`config.mk`:
```
export PLATFORM = sky130hd
export DESIGN_NAME = freq_profile_timer_ctrl
export DESIGN_NICKNAME = d
export VERILOG_FILES = /design/src/freq_profile_pkg.sv /design/src/freq_profile_timer_ctrl.sv
export SDC_FILE = /design/constraint.sdc
export NUM_CORES = 1
export LEC_CHECK = 0
export ABC_CLOCK_PERIOD_IN_PS = 15450
export BUFFER_PORTS_ARGS = -buffer_cell sky130_fd_sc_hd__buf_2
export CORE_ASPECT_RATIO = 1.1
export CORE_MARGIN = 5
export CORE_UTILIZATION = 55
export CTS_CLUSTER_DIAMETER = 50
export DETAILED_ROUTE_END_ITERATION = 8
export PLACE_DENSITY_LB_ADDON = 0.15
export SETUP_SLACK_MARGIN = 0.02
export SLEW_MARGIN = 20
export SYNTH_ARGS = -nofsm -noshare
export SYNTH_HDL_FRONTEND = slang
export SYNTH_SLANG_ARGS = --single-unit
```
`constraint.sdc`:
```
create_clock -name clk -period 15.45 [get_ports clk]
set_input_delay 0.7725 -clock clk [delete_from_list [all_inputs] [get_ports clk]]
set_output_delay 0.7725 -clock clk [all_outputs]
set_load 0.05 [all_outputs]
```
`src/freq_profile_pkg.sv`:
```
package freq_profile_pkg;
    // APB register byte offsets
    localparam logic [7:0] ctrl_offset = 8'h00;
    localparam logic [7:0] pin_cfg_offset = 8'h04;
    localparam logic [7:0] timer_offset = 8'h08;
    localparam logic [7:0] out_en_offset = 8'h0C;
    localparam logic [7:0] cfg_target_offset = 8'h10;
    localparam logic [7:0] profile_data_offset = 8'h14;
    localparam logic [7:0] status_offset = 8'h18;
    localparam logic [7:0] active_word_offset = 8'h1C;
    // ctrl fields
    localparam int freq_ctrl_enable_pos = 4;
    localparam int reg_profile_lsb = 0;
    // pin_cfg fields
    localparam int pin1_sel_lsb = 5;
    localparam int pin3_sel_lsb = 2;
    localparam int strap_pos = 0;
    // timer fields
    localparam int timer_enable_pos = 0;
    localparam int timer_sel_lsb = 1;
    localparam int reset_out_enable_pos = 3;
    localparam int reset_pin_sel_pos = 4;
    // out_en fields
    localparam int bus_oe_pos = 0;
    localparam int se1_en_pos = 1;
    localparam int differential_out1_en_pos = 2;
    localparam int slow_clk_en_pos = 3;
    // cfg_target fields
    localparam int cfg_target_lsb = 2;
    // status fields
    localparam int timeout_flag_pos = 0;
    localparam int reset_pulse_pos = 1;
    localparam int slewing_pos = 2;
    localparam int active_profile_lsb = 4;
    // Pin function codes
    localparam logic [1:0] fn_output_enable = 2'b00;
    localparam logic [1:0] fn_powerdown = 2'b01;
    localparam logic [1:0] fn_saving_monitor = 2'b10;
    localparam logic [1:0] fn_profile_select = 2'b11;
    localparam logic [31:0] reset_word = 32'h0000_0000;
    // Timing
    localparam longint clk_hz = 100_000_000;
    localparam longint timeout_base_ms = 500;
    localparam longint reset_pulse_ms = 250;
    localparam longint slow_clk_hz = 32_768;
    localparam longint timeout_base_cycles = clk_hz * timeout_base_ms / 1000;
    localparam longint reset_pulse_cycles = clk_hz * reset_pulse_ms / 1000;
    localparam longint slow_half_cycles = clk_hz / (2 * slow_clk_hz);
    typedef enum logic [1:0] {
        idle_type_st,
        slew_type_st,
        settle_type_st
    } slew_state_type;
endpackage : freq_profile_pkg

```
`src/freq_profile_timer_ctrl.sv`:
```
// What this block does
// - Four stored divider profiles, index picks one
// - Profile change applies overshoot limiting automatically
// - Enable off forces zero; pins are ignored
// - Pin3 alone selecting profiles is unsupported
// - Strap zero: serial pins give index
// - Strap one: register field gives index
// - Target field picks profile for writes
// - Setting writes stored into targeted profile
// - Frequency steps gradually toward new target
// - Monitor pin switches output to 32 kHz
// - Enable pins default to output enable
// - Timer periods 0.5, 1, 2, 4 seconds
// - Timeout flag held until enable cleared
// - Expiry emits single 250 ms reset pulse
// - Expiry returns profile zero, then disables
// - Pin1 enable gates only first single-ended output
// - Powerdown low stops all but 32 kHz
// - Output runs when powerdown, bus and own enable
module freq_profile_timer_ctrl
    import freq_profile_pkg::*;
#(
    parameter longint timeout_base = timeout_base_cycles, // Cycles for 0.5 s
    parameter longint reset_pulse_len = reset_pulse_cycles, // Cycles for 250 ms
    parameter int step_size = 32'h0000_0100, // Slew step per enable
    parameter int step_div = 16 // Cycles between slew steps
) (
    input wire logic clk, // 100 MHz reference
    input wire logic arst_n, // Async reset, active low
    input wire logic psel, // APB select
    input wire logic penable, // APB enable
    input wire logic pwrite, // APB direction
    input wire logic [7:0] paddr, // APB byte address
    input wire logic [31:0] pwdata, // APB write data
    output logic [31:0] prdata, // APB read data
    output logic pready, // APB ready
    output logic pslverr, // APB error on unmapped address
    input wire logic enable_pin1, // Multi-function pin 1
    input wire logic enable_pin3, // Multi-function pin 3 (absent in package)
    input wire logic clock_pin_profile_bit1, // Serial clock pin level
    input wire logic data_pin_profile_bit0, // Serial data pin level
    output logic [31:0] feedback_word, // Slewed divider word to loop two
    output logic overshoot_limiting, // High while slewing
    output logic single_ended_out1_run, // First single-ended output gate
    output logic single_ended_out1_slow, // Output switched to 32 kHz
    output logic differential_out1_run, // Differential output gate
    output logic slow_clk_out, // 32 kHz clock level
    output logic reset_out, // Reset output level
    output logic reset_out_oe, // Reset output drive enable
    output logic core_powered // Low in global powerdown
);
    if (step_div < 1 || timeout_base < 1
        || reset_pulse_len < 1 || step_size < 1) begin : bad_param
        $error("freq_profile_timer_ctrl: bad parameter");
    end

    logic [31:0] ctrl, pin_cfg, timer_cfg, out_en, cfg_target;
    logic [31:0] profiles [4];
    logic sync1, sync1b, sync3, sync3b, syncc, synccb, syncd, syncdb;
    logic strap;
    logic [1:0] strap_wait;
    logic timeout_flag;
    logic pulse_active;
    logic [1:0] active_index;
    logic [1:0] next_index;
    logic [63:0] timer_count;
    logic [63:0] pulse_count;
    logic [31:0] step_count;
    logic [31:0] slow_count;
    slew_state_type slew_state;

    wire logic [1:0] pin1_fn = pin_cfg[pin1_sel_lsb +: 2];
    wire logic [1:0] pin3_fn = pin_cfg[pin3_sel_lsb +: 2];
    wire logic pin1 = sync1b;
    wire logic pin3 = sync3b;
    wire logic write_en = psel && penable && pwrite;
    wire logic timer_en = timer_cfg[timer_enable_pos];
    wire logic [63:0] timeout_limit = timeout_base << timer_cfg[timer_sel_lsb +: 2];
    wire logic expire = timer_en && !timeout_flag && (timer_count + 64'd1 >= timeout_limit);
    wire logic powered = !(pin1_fn == fn_powerdown && !pin1);
    wire logic [31:0] status_word = {24'h00_0000, 2'b00, active_index, 1'b0,
        slew_state != idle_type_st, pulse_active, timeout_flag};

    function automatic logic addr_hit(input logic [7:0] a, input logic [7:0] off);
        addr_hit = a == off;
    endfunction : addr_hit

    // Two stages for every pin input; stage one feeds stage two only
    always_ff @(posedge clk or negedge arst_n) begin
        if (!arst_n) begin
            sync1 <= 1'b0;
            sync3 <= 1'b0;
            syncc <= 1'b0;
            syncd <= 1'b0;
            sync1b <= 1'b0;
            sync3b <= 1'b0;
            synccb <= 1'b0;
            syncdb <= 1'b0;
        end else begin
            sync1 <= enable_pin1;
            sync3 <= enable_pin3;
            syncc <= clock_pin_profile_bit1;
            syncd <= data_pin_profile_bit0;
            sync1b <= sync1;
            sync3b <= sync3;
            synccb <= syncc;
            syncdb <= syncd;
        end
    end

    // Strap is caught on the third edge after release; earlier the
    // synchroniser still holds its reset level, not the pin
    always_ff @(posedge clk or negedge arst_n) begin
        if (!arst_n) begin
            strap <= 1'b0;
            strap_wait <= 2'b00;
        end else if (strap_wait != 2'b11) begin
            strap <= synccb;
            strap_wait <= strap_wait + 2'b01;
        end
    end

    // Profile index priority
    always_comb begin
        next_index = 2'b00;
        if (!ctrl[freq_ctrl_enable_pos]) begin
            next_index = 2'b00;
        end else if (timeout_flag) begin
            next_index = 2'b00; // Expiry returns to profile zero
        end else if (pin1_fn == fn_profile_select) begin
            next_index = {(pin3_fn == fn_profile_select) && pin3, pin1};
        end else if (pin3_fn == fn_profile_select) begin
            next_index = active_index; // Unsupported mix holds the index
        end else if (!strap) begin
            next_index = {synccb, syncdb};
        end else begin
            next_index = ctrl[reg_profile_lsb +: 2];
        end
    end

    always_ff @(posedge clk or negedge arst_n) begin
        if (!arst_n) begin
            active_index <= 2'b00;
        end else begin
            active_index <= next_index;
        end
    end

    // Register writes; pin functions reset to output enable
    always_ff @(posedge clk or negedge arst_n) begin
        if (!arst_n) begin
            ctrl <= reset_word;
            pin_cfg <= reset_word;
            timer_cfg <= reset_word;
            out_en <= reset_word;
            cfg_target <= reset_word;
        end else begin
            if (write_en) begin
                if (addr_hit(paddr, ctrl_offset)) begin
                    ctrl <= pwdata & 32'h0000_0013;
                end else if (addr_hit(paddr, pin_cfg_offset)) begin
                    pin_cfg <= pwdata & 32'h0000_006C; // Code 10 picks monitor
                end else if (addr_hit(paddr, timer_offset)) begin
                    timer_cfg <= pwdata & 32'h0000_001F;
                end else if (addr_hit(paddr, out_en_offset)) begin
                    out_en <= pwdata & 32'h0000_000F;
                end else if (addr_hit(paddr, cfg_target_offset)) begin
                    cfg_target <= pwdata & 32'h0000_000C;
                end
            end
            // Disable once the reset pulse has ended
            if (ctrl[freq_ctrl_enable_pos] && timeout_flag && !pulse_active
                && !(write_en && addr_hit(paddr, ctrl_offset))) begin
                ctrl[freq_ctrl_enable_pos] <= 1'b0;
            end
        end
    end

    always_ff @(posedge clk or negedge arst_n) begin
        if (!arst_n) begin
            for (int i = 0; i < 4; i++) begin
                profiles[i] <= reset_word;
            end
        end else if (write_en && addr_hit(paddr, profile_data_offset)) begin
            profiles[cfg_target[cfg_target_lsb +: 2]] <= pwdata;
        end
    end

    // APB answers in the access cycle; no wait states
    always_ff @(posedge clk or negedge arst_n) begin
        if (!arst_n) begin
            prdata <= reset_word;
            pready <= 1'b0;
            pslverr <= 1'b0;
        end else begin
            pready <= psel && !penable;
            pslverr <= 1'b0;
            if (psel && !penable) begin
                prdata <= reset_word;
                if (addr_hit(paddr, ctrl_offset)) begin
                    prdata <= ctrl;
                end else if (addr_hit(paddr, pin_cfg_offset)) begin
                    prdata <= pin_cfg | {31'h0000_0000, strap};
                end else if (addr_hit(paddr, timer_offset)) begin
                    prdata <= timer_cfg;
                end else if (addr_hit(paddr, out_en_offset)) begin
                    prdata <= out_en;
                end else if (addr_hit(paddr, cfg_target_offset)) begin
                    prdata <= cfg_target;
                end else if (addr_hit(paddr, profile_data_offset)) begin
                    prdata <= profiles[cfg_target[cfg_target_lsb +: 2]];
                end else if (addr_hit(paddr, status_offset)) begin
                    prdata <= status_word;
                end else if (addr_hit(paddr, active_word_offset)) begin
                    prdata <= feedback_word;
                end else begin
                    pslverr <= 1'b1;
                end
            end
        end
    end

    // Timer and sticky flag; flag only clears with timer enable low
    always_ff @(posedge clk or negedge arst_n) begin
        if (!arst_n) begin
            timer_count <= 64'd0;
            timeout_flag <= 1'b0;
        end else if (!timer_en) begin
            timer_count <= 64'd0;
            timeout_flag <= 1'b0;
        end else if (expire) begin
            timeout_flag <= 1'b1;
        end else if (!timeout_flag) begin
            timer_count <= timer_count + 64'd1;
        end
    end

    // One reset pulse per expiry
    always_ff @(posedge clk or negedge arst_n) begin
        if (!arst_n) begin
            pulse_active <= 1'b0;
            pulse_count <= 64'd0;
        end else if (expire && timer_cfg[reset_out_enable_pos]) begin
            pulse_active <= 1'b1;
            pulse_count <= 64'd0;
        end else if (pulse_active) begin
            pulse_count <= pulse_count + 64'd1;
            if (pulse_count + 64'd1 >= reset_pulse_len) begin
                pulse_active <= 1'b0;
            end
        end
    end

    // Slew the divider word toward the chosen profile in fixed steps;
    // expiry with control on already drives the index to zero
    always_ff @(posedge clk or negedge arst_n) begin
        if (!arst_n) begin
            feedback_word <= reset_word;
            slew_state <= idle_type_st;
            step_count <= 32'd0;
            overshoot_limiting <= 1'b0;
        end else begin
            case (slew_state)
                idle_type_st: begin
                    overshoot_limiting <= 1'b0;
                    if (feedback_word != profiles[active_index]) begin
                        slew_state <= slew_type_st;
                        overshoot_limiting <= 1'b1;
                        step_count <= 32'd0;
                    end
                end
                slew_type_st: begin
                    if (step_count + 32'd1 >= 32'(step_div)) begin
                        step_count <= 32'd0;
                        if (feedback_word < profiles[active_index]) begin
                            if (profiles[active_index] - feedback_word <= 32'(step_size))
                                feedback_word <= profiles[active_index];
                            else
                                feedback_word <= feedback_word + 32'(step_size);
                        end else if (feedback_word > profiles[active_index]) begin
                            if (feedback_word - profiles[active_index] <= 32'(step_size))
                                feedback_word <= profiles[active_index];
                            else
                                feedback_word <= feedback_word - 32'(step_size);
                        end else begin
                            slew_state <= settle_type_st;
                        end
                    end else begin
                        step_count <= step_count + 32'd1;
                    end
                end
                settle_type_st: begin
                    slew_state <= idle_type_st;
                end
                default: slew_state <= idle_type_st;
            endcase
        end
    end

    // 32 kHz enable divider keeps running even in powerdown
    always_ff @(posedge clk or negedge arst_n) begin
        if (!arst_n) begin
            slow_count <= 32'd0;
            slow_clk_out <= 1'b0;
        end else if (slow_count + 32'd1 >= 32'(slow_half_cycles)) begin
            slow_count <= 32'd0;
            slow_clk_out <= !slow_clk_out && out_en[slow_clk_en_pos];
        end else begin
            slow_count <= slow_count + 32'd1;
        end
    end

    // Output gating
    always_ff @(posedge clk or negedge arst_n) begin
        if (!arst_n) begin
            single_ended_out1_run <= 1'b0;
            single_ended_out1_slow <= 1'b0;
            differential_out1_run <= 1'b0;
            core_powered <= 1'b1;
            reset_out <= 1'b0;
            reset_out_oe <= 1'b0;
        end else begin
            core_powered <= powered;
            single_ended_out1_run <= powered && out_en[bus_oe_pos] && out_en[se1_en_pos]
                && !(pin1_fn == fn_output_enable && !pin1);
            single_ended_out1_slow <= pin1_fn == fn_saving_monitor && !pin1;
            differential_out1_run <= powered && out_en[bus_oe_pos]
                && out_en[differential_out1_en_pos];
            reset_out <= pulse_active;
            reset_out_oe <= timer_cfg[reset_pin_sel_pos];
        end
    end
endmodule : freq_profile_timer_ctrl

```
==> results_dict.tcl, run 1 <==
set metrics [dict create \
    synth_area_per_cell_um2 9.45 \
    grt_antenna_before_repair 4 \
    skew_ns 0.0272 \
    place.gp.congestion 0.989 \
    grt_pass1_vias 23100 \
    hold_buffers 0 \
    power_mw 3.34 \
    async_reset_ff_share_pct 100 \
    r2r.worst_path.cells 15 \
    cp_data_required_time_ns 15.95 \
    dr.pass1.iters 5 \
    max_slew_margin_pct 30.2 \
    cts-resized-gates 0 \
    finalMaxSlewViolations 0 \
    clock_latency_ns 0.61 \
    ios 123 \
    vias 23700 \
    viasPerCell 6.40 \
    synth_area_leaders "dfrtp_1 (39%), mux2_2 (6.3%), mux4_2 (5.2%), ha_1 (4.2%), nor2_1 (3.3%)" \
    synth_ff_type "dfrtp_1" \
    core.rowCount 86 \
    path_class "flop to flop" \
    crit_arrival_ns 7.35 \
    drt_drc_violations_left 0 \
    fin_setup_tns_ns 0 \
    grt_max_degree 107 \
    status "complete, no violations" \
    drtIter0Drc 1934 \
    worstPathMaxFanout 34 \
    finalNetCount 3145 \
    port_buffers 122 \
    dp_hpwl_mm 59.7 \
    hold_violations 0 \
    drive_above_1_share_pct 16.8 \
    peakVddDrop_mv 0.101 \
    cts_tree "built" \
    wl_mm 82.6 \
    fmax_mhz 146 \
    synth_seq_cells 429 \
    drv_cap 0 \
    synth.top_cells.by_count "dfrtp_1 (428), nor2_1 (246), nand2_1 (236), mux2_2 (156), a21oi_1 (151)" \
    synth_edf_count 0 \
    fin_crit_sh_pct 44.3 \
    cts_sinks 429 \
    path_clk_slew_ns 0.06 \
    dieArea_um2 55000 \
    syn_inst 2934 \
    p_leak_nw 13.6 \
    htreeDepth 2 \
    fin_cells 3705 \
    dp.cells 3611 \
    synth_area_leader_cell "dfrtp_1" \
    r2r_start "active_index[0]" \
    die_w_um 224 \
    cts_buffer_depth 3 \
    netlist-cell-type-count 87 \
    seq_area_frac_synth_pct 38.7 \
    dieHeight_um 245 \
    cts_buffers 51 \
    grtUsageTotal_pct 29.4 \
    yosysWarnings 0 \
    start_util_pct 55.4 \
    core_region_area_um2 50000 \
    rsz0062_at_grt "no" \
    rr_endpoint "feedback_word[30]" \
    detail_route.wl_per_cell_um 22.3 \
    tightest_slew_ns 1.05 \
    setup_viol 0 \
    ff2ff_setup_slack_ns 8.61 \
    root_buffer "clkbuf_16" \
    antenna_left 0 \
    end_kind "flop" \
    gr-total-overflow 0 \
    crit_path_start "active_index[0]" \
    grt_pass1_wl_mm 131 \
    yosys.cell_count.top_type "dfrtp_1" \
    crit_path_start_kind "flop" \
    cts_setup_buffers 0 \
    hold_path.class "primary input to async pin" \
    p_per_area_nw_per_um2 109 \
    synth_top_area_share_pct 38.6 \
    areaGrowthSynthToFinish_pct 10.6 \
    syn_area_um2 27700 \
    min_period_ns 6.84 \
]
## layer usage
| layer | share of wire [%] | GRT usage, % |
|---|---|---|
| met2 | 47 | 48.0 |
| met5 | 0.016 | 0 |
| met1 | 44 | 41.4 |
| met4 | 3.0 | 8.22 |
| met3 | 6.1 | 4.38 |
## cells by family (layout without fill, tap and decap cells)
family,count (synthesis),count (layout),synth area share [%]
buffers and inverters,260,349,3.64
other,1,23,0.0135
AO/OA/AOI/OAI,580,580,13.4
adder cells (fa/ha/maj),92,92,4.15
flip-flops,429,429,38.7
AND/OR/NAND/NOR,1121,1121,20.9
XOR/XNOR,178,178,5.62
multiplexers,273,273,13.5
## per-stage QoR
step / utilization [%] / setup WS, ns / area [um2] / hold WS [ns]
4_1_cts: 61.3 / 8.72 / 30700 / 0.223
3_5_place_dp: 57.8 / 8.72 / 28900 / 0.338
3_3_place_gp: 57.8 / 8.89 / 28900 / 0.335
5_1_grt: 61.3 / 8.33 / 30700 / 0.244
6_report: 61.3 / 8.61 / 30700 / 0.184
2_1_floorplan: - / 10.29 / 27800 / 0.331
## cells in the final DEF, fill, tap and decap left out, types with 15 or more instances in the layout
master / n
dfrtp_1: 425
nor2_1: 246
nand2_1: 236
mux2_2: 156
a21oi_1: 149
o21ai_0: 145
nand3_1: 122
buf_2: 121
inv_1: 104
xor2_1: 101
nand4_1: 94
ha_1: 92
and3_1: 82
xnor2_1: 77
mux4_2: 64
nor3_1: 62
mux2i_1: 53
clkbuf_16: 51
or3_1: 42
nor2b_1: 37
nor4_1: 36
a31oi_1: 33
and2_1: 32
buf_4: 30
a21o_1: 25
a211oi_1: 23
a22oi_1: 22
and4_1: 21
conb_1: 21
or2_2: 19
o211ai_1: 19
nand2b_1: 17
or4_1: 17
o21a_1: 15
## worst max-delay path: stages (launching register included)
cell and delay, ns:
dfrtp_2 0.36, buf_4 0.57, mux4_2 0.69, ha_1 0.47, a21oi_1 0.32, o21ai_1 0.18, a311oi_1 0.68, o22ai_1 0.14
or3b_1 0.44, a311oi_1 0.29, nand4_1 0.13, nor4_1 0.41, and2_1 0.37, mux2_2 0.83, nand2_1 0.40, o221a_2 0.37
## report_power, final
part           internal, mW  switching (mW)  total (mW)
clock network         0.736           0.501        1.24
logic                 0.272           0.610       0.882
registers              1.15          0.0677        1.22
total                  2.16            1.18        3.34
## state kept, by name, summed over array words and instances, names as in the netlist, 2 cells and up
register       count
slew_state         2
ctrl               3
pulse_count       64
slow_count        32
active_index       2
timer_cfg          5
prdata            32
out_en             4
step_count        32
profiles         128
feedback_word     32
cfg_target         2
timer_count       64
strap_wait         2
pin_cfg            4
## final cells by class
type                       instances  area [um2]
fill                            4227       19400
antenna                            2        5.00
sequential                       429       10700
tap                              660         826
multi-input combinational       2265       16100
inverter                         105         394
clock buffer                      69        1450
timing repair buffer             152         846
clock inverter                    23         300
## how the worst max path moves through the flow
stage | to | slack [ns] | depth (start not counted)
6_report | feedback_word[30] | 8.61 | 15
5_1_grt | feedback_word[30] | 8.33 | 15
4_1_cts | feedback_word[30] | 8.72 | 15
3_5_place_dp | feedback_word[30] | 8.72 | 15
3_3_place_gp | feedback_word[30] | 8.89 | 15
2_1_floorplan | feedback_word[10] | 10.29 | 18
(Power assumes the default switching activity.)
==> inputs of run 2 (changes only) <==
--- a/config.mk
+++ b/config.mk
@@ -5,7 +5,7 @@
 export SDC_FILE = /design/constraint.sdc
 export NUM_CORES = 1
 export LEC_CHECK = 0
-export ABC_CLOCK_PERIOD_IN_PS = 15450
+export ABC_CLOCK_PERIOD_IN_PS = 6270
 export BUFFER_PORTS_ARGS = -buffer_cell sky130_fd_sc_hd__buf_2
 export CORE_ASPECT_RATIO = 1.1
 export CORE_MARGIN = 5
==> constraint.sdc (replaced) <==
create_clock -name clk -period 6.27 [get_ports clk]
set_input_delay 0.3135 -clock clk [delete_from_list [all_inputs] [get_ports clk]]
set_output_delay 0.3135 -clock clk [all_outputs]
set_load 0.05 [all_outputs]
==> run 2 against run 1 <==
Worst hold slack worse by 0.16 ns. Global-route usage is 0.66 points higher. Largest cell class unchanged. Largest power group is now sequential cells. Total power is 150% higher. Critical path type unchanged. Register-to-register slack worse by 8.1 ns.
==> results_dict.tcl, run 2 (synthesis gave the netlist of run 1 again) <==
set metrics [dict create \
    hp-start "pwdata[27]" \
    cts_tree "built" \
    vias 24000 \
    status "complete, no violations" \
    cp_data_required_time_ns 6.74 \
    p_per_area_nw_per_um2 267 \
    crit_slowest_cell "mux4_2" \
    fill_cells 4224 \
    hold_path.class "primary input to flop" \
    dieArea_um2 55000 \
    peakVddDrop_mv 0.228 \
    slowest_delay_ns 0.62 \
    wl_mm 84.5 \
    end_kind "flop" \
    p_leak_nw 13.9 \
    fmax_mhz 173 \
    port_buffers 122 \
    core.rowCount 86 \
    fin_crit_sh_pct 92.4 \
    min_to "profiles[123]" \
    placed_cell_area_um2 29100 \
    r2r_start "active_index[0]" \
    cpMostUsedCell "buf_4" \
    min_period_ns 5.80 \
    crit_arrival_ns 6.27 \
    hold_violations 0 \
    start_util_pct 55.4 \
    r2r.worst_path.cells 18 \
    clock_latency_ns 0.60 \
    place.gp.congestion 1.02 \
    path_cells "buf_12 > mux4_2 > ha_1 > nand3_1 > a21oi_1 > nor2_1 > o31ai_1 > nor3_1 > a2111oi_0 > buf_4 > o2111ai_1 > buf_4 > nor3_2 > or2_1 > buf_4 > a21oi_1 > a41o_1 > a211o_1" \
    ios 123 \
    multi_input_area_um2 16100 \
    skew_ns 0.0187 \
    path_class "flop to flop" \
    dieHeight_um 245 \
    rr_endpoint "feedback_word[27]" \
    design_area_um2 31200 \
    cts_sinks 429 \
    drv_cap 0 \
    hold_ws_ns 0.0219 \
    drtIter0Drc 1964 \
    final_cell_mix "dfrtp_1 (425), nor2_1 (246), nand2_1 (236)" \
    dr.pass1.iters 6 \
    die_w_um 224 \
    tightest_slew_ns 1.19 \
    root_buffer "clkbuf_16" \
    crit_path_start_kind "flop" \
    grt_antenna_before_repair 2 \
    antenna_left 0 \
    ff2ff_setup_slack_ns 0.47 \
    path_clk_slew_ns 0.06 \
    drive_above_1_share_pct 17.2 \
    core_region_area_um2 50000 \
    max_slew_margin_pct 20.6 \
    htreeDepth 2 \
    fin_setup_tns_ns 0 \
    grt_pass1_wl_mm 133 \
    gr-total-overflow 0 \
    final_common_cell "dfrtp_1" \
    hold_depth 2 \
    finalNetCount 3201 \
    detail_route.wl_per_cell_um 22.5 \
    viasPerCell 6.37 \
    setup_viol 0 \
    register_area_um2 10700 \
    largest_reg_flops 128 \
    finalMaxSlewViolations 0 \
    areaGrowthSynthToFinish_pct 12.5 \
    dp_hpwl_mm 61.3 \
    grtUsageTotal_pct 30.1 \
    cts_buffers 52 \
    grt_max_degree 166 \
    regMostFlops "profiles" \
    cts_buffer_depth 3 \
    worstPathMaxFanout 27 \
    rsz0062_at_grt "no" \
    reg_top3 "profiles (128), pulse_count (64), timer_count (64)" \
    grt_pass1_vias 23700 \
    drt_drc_violations_left 0 \
    power_mw 8.32 \
]
run 2: changes by cell type in the layout (fill, tap and decap cells not counted), moves of 2 or more:
cell / previous run / this run
bufinv_16: 4 / 2
inv_6: 3 / 5
clkbuf_1: 7 / 13
buf_4: 30 / 49
dlygate4sd3_1: 0 / 31
clkinvlp_4: 1 / 3
clkbuf_16: 51 / 54
clkbuf_8: 11 / 7
buf_12: 0 / 5
run 2: cell type report:
cell class	count	share of cell area (%)
clock inverter	22	0.746
tap	660	2.65
inverter	105	1.26
multi-input combinational	2265	51.6
antenna	2	0.0160
clock buffer	74	4.80
sequential	429	34.4
timing repair buffer	207	4.49
run 2: per-layer routing:
metal,track usage (%),share of wire [%],up-vias
met4,8.94,2.8,0
li1,-,-,11000
met1,42.0,44,12000
met3,5.77,7.1,164
met2,48.2,47,864
met5,0,0,-
run 2: worst max-delay path, delay by kind of cell, from the launching register on:
| kind | cells | cell delay, ns |
|---|---|---|
| fa+ha+maj | 1 | 0.58 |
| buf+inv | 4 | 0.96 |
| compound gates | 7 | 1.95 |
| flops | 1 | 0.52 |
| simple gates | 5 | 1.02 |
| mux | 1 | 0.62 |
run 2: power by group:
group	switching, mW	internal, mW	total [mW]
Combinational	1.56	0.751	2.31
Clock	1.24	1.77	3.00
Sequential	0.168	2.84	3.01
Total	2.96	5.36	8.32
run 2: how the worst max path moves through the flow:
stage / start / to / slack, ns / cells after the start
after CTS: active_index[0] / feedback_word[4] / 0.49 / 17
after global routing: active_index[0] / feedback_word[23] / 0.15 / 14
after floorplan: active_index[0] / feedback_word[10] / 1.11 / 18
after detailed placement: active_index[0] / feedback_word[4] / 0.54 / 17
final: active_index[0] / feedback_word[27] / 0.47 / 18
after global placement: active_index[0] / feedback_word[27] / 0.37 / 18
run 2: timing repair:
item | CTS | global route
endpoints found under the hold margin | 199 | 0
resized for setup | 0 | 0
hold buffers | 31 | 0
setup buffers | 0 | 0
run 2: metrics by stage:
step                      utilization, %  instances  setup WS, ns
after floorplan                        -       2954          1.11
after global placement              58.2       3635         0.371
after detailed placement            58.2       3635         0.540
after CTS                           62.3       3762         0.489
after global routing                62.3       3764         0.150
final                               62.3       3764         0.473
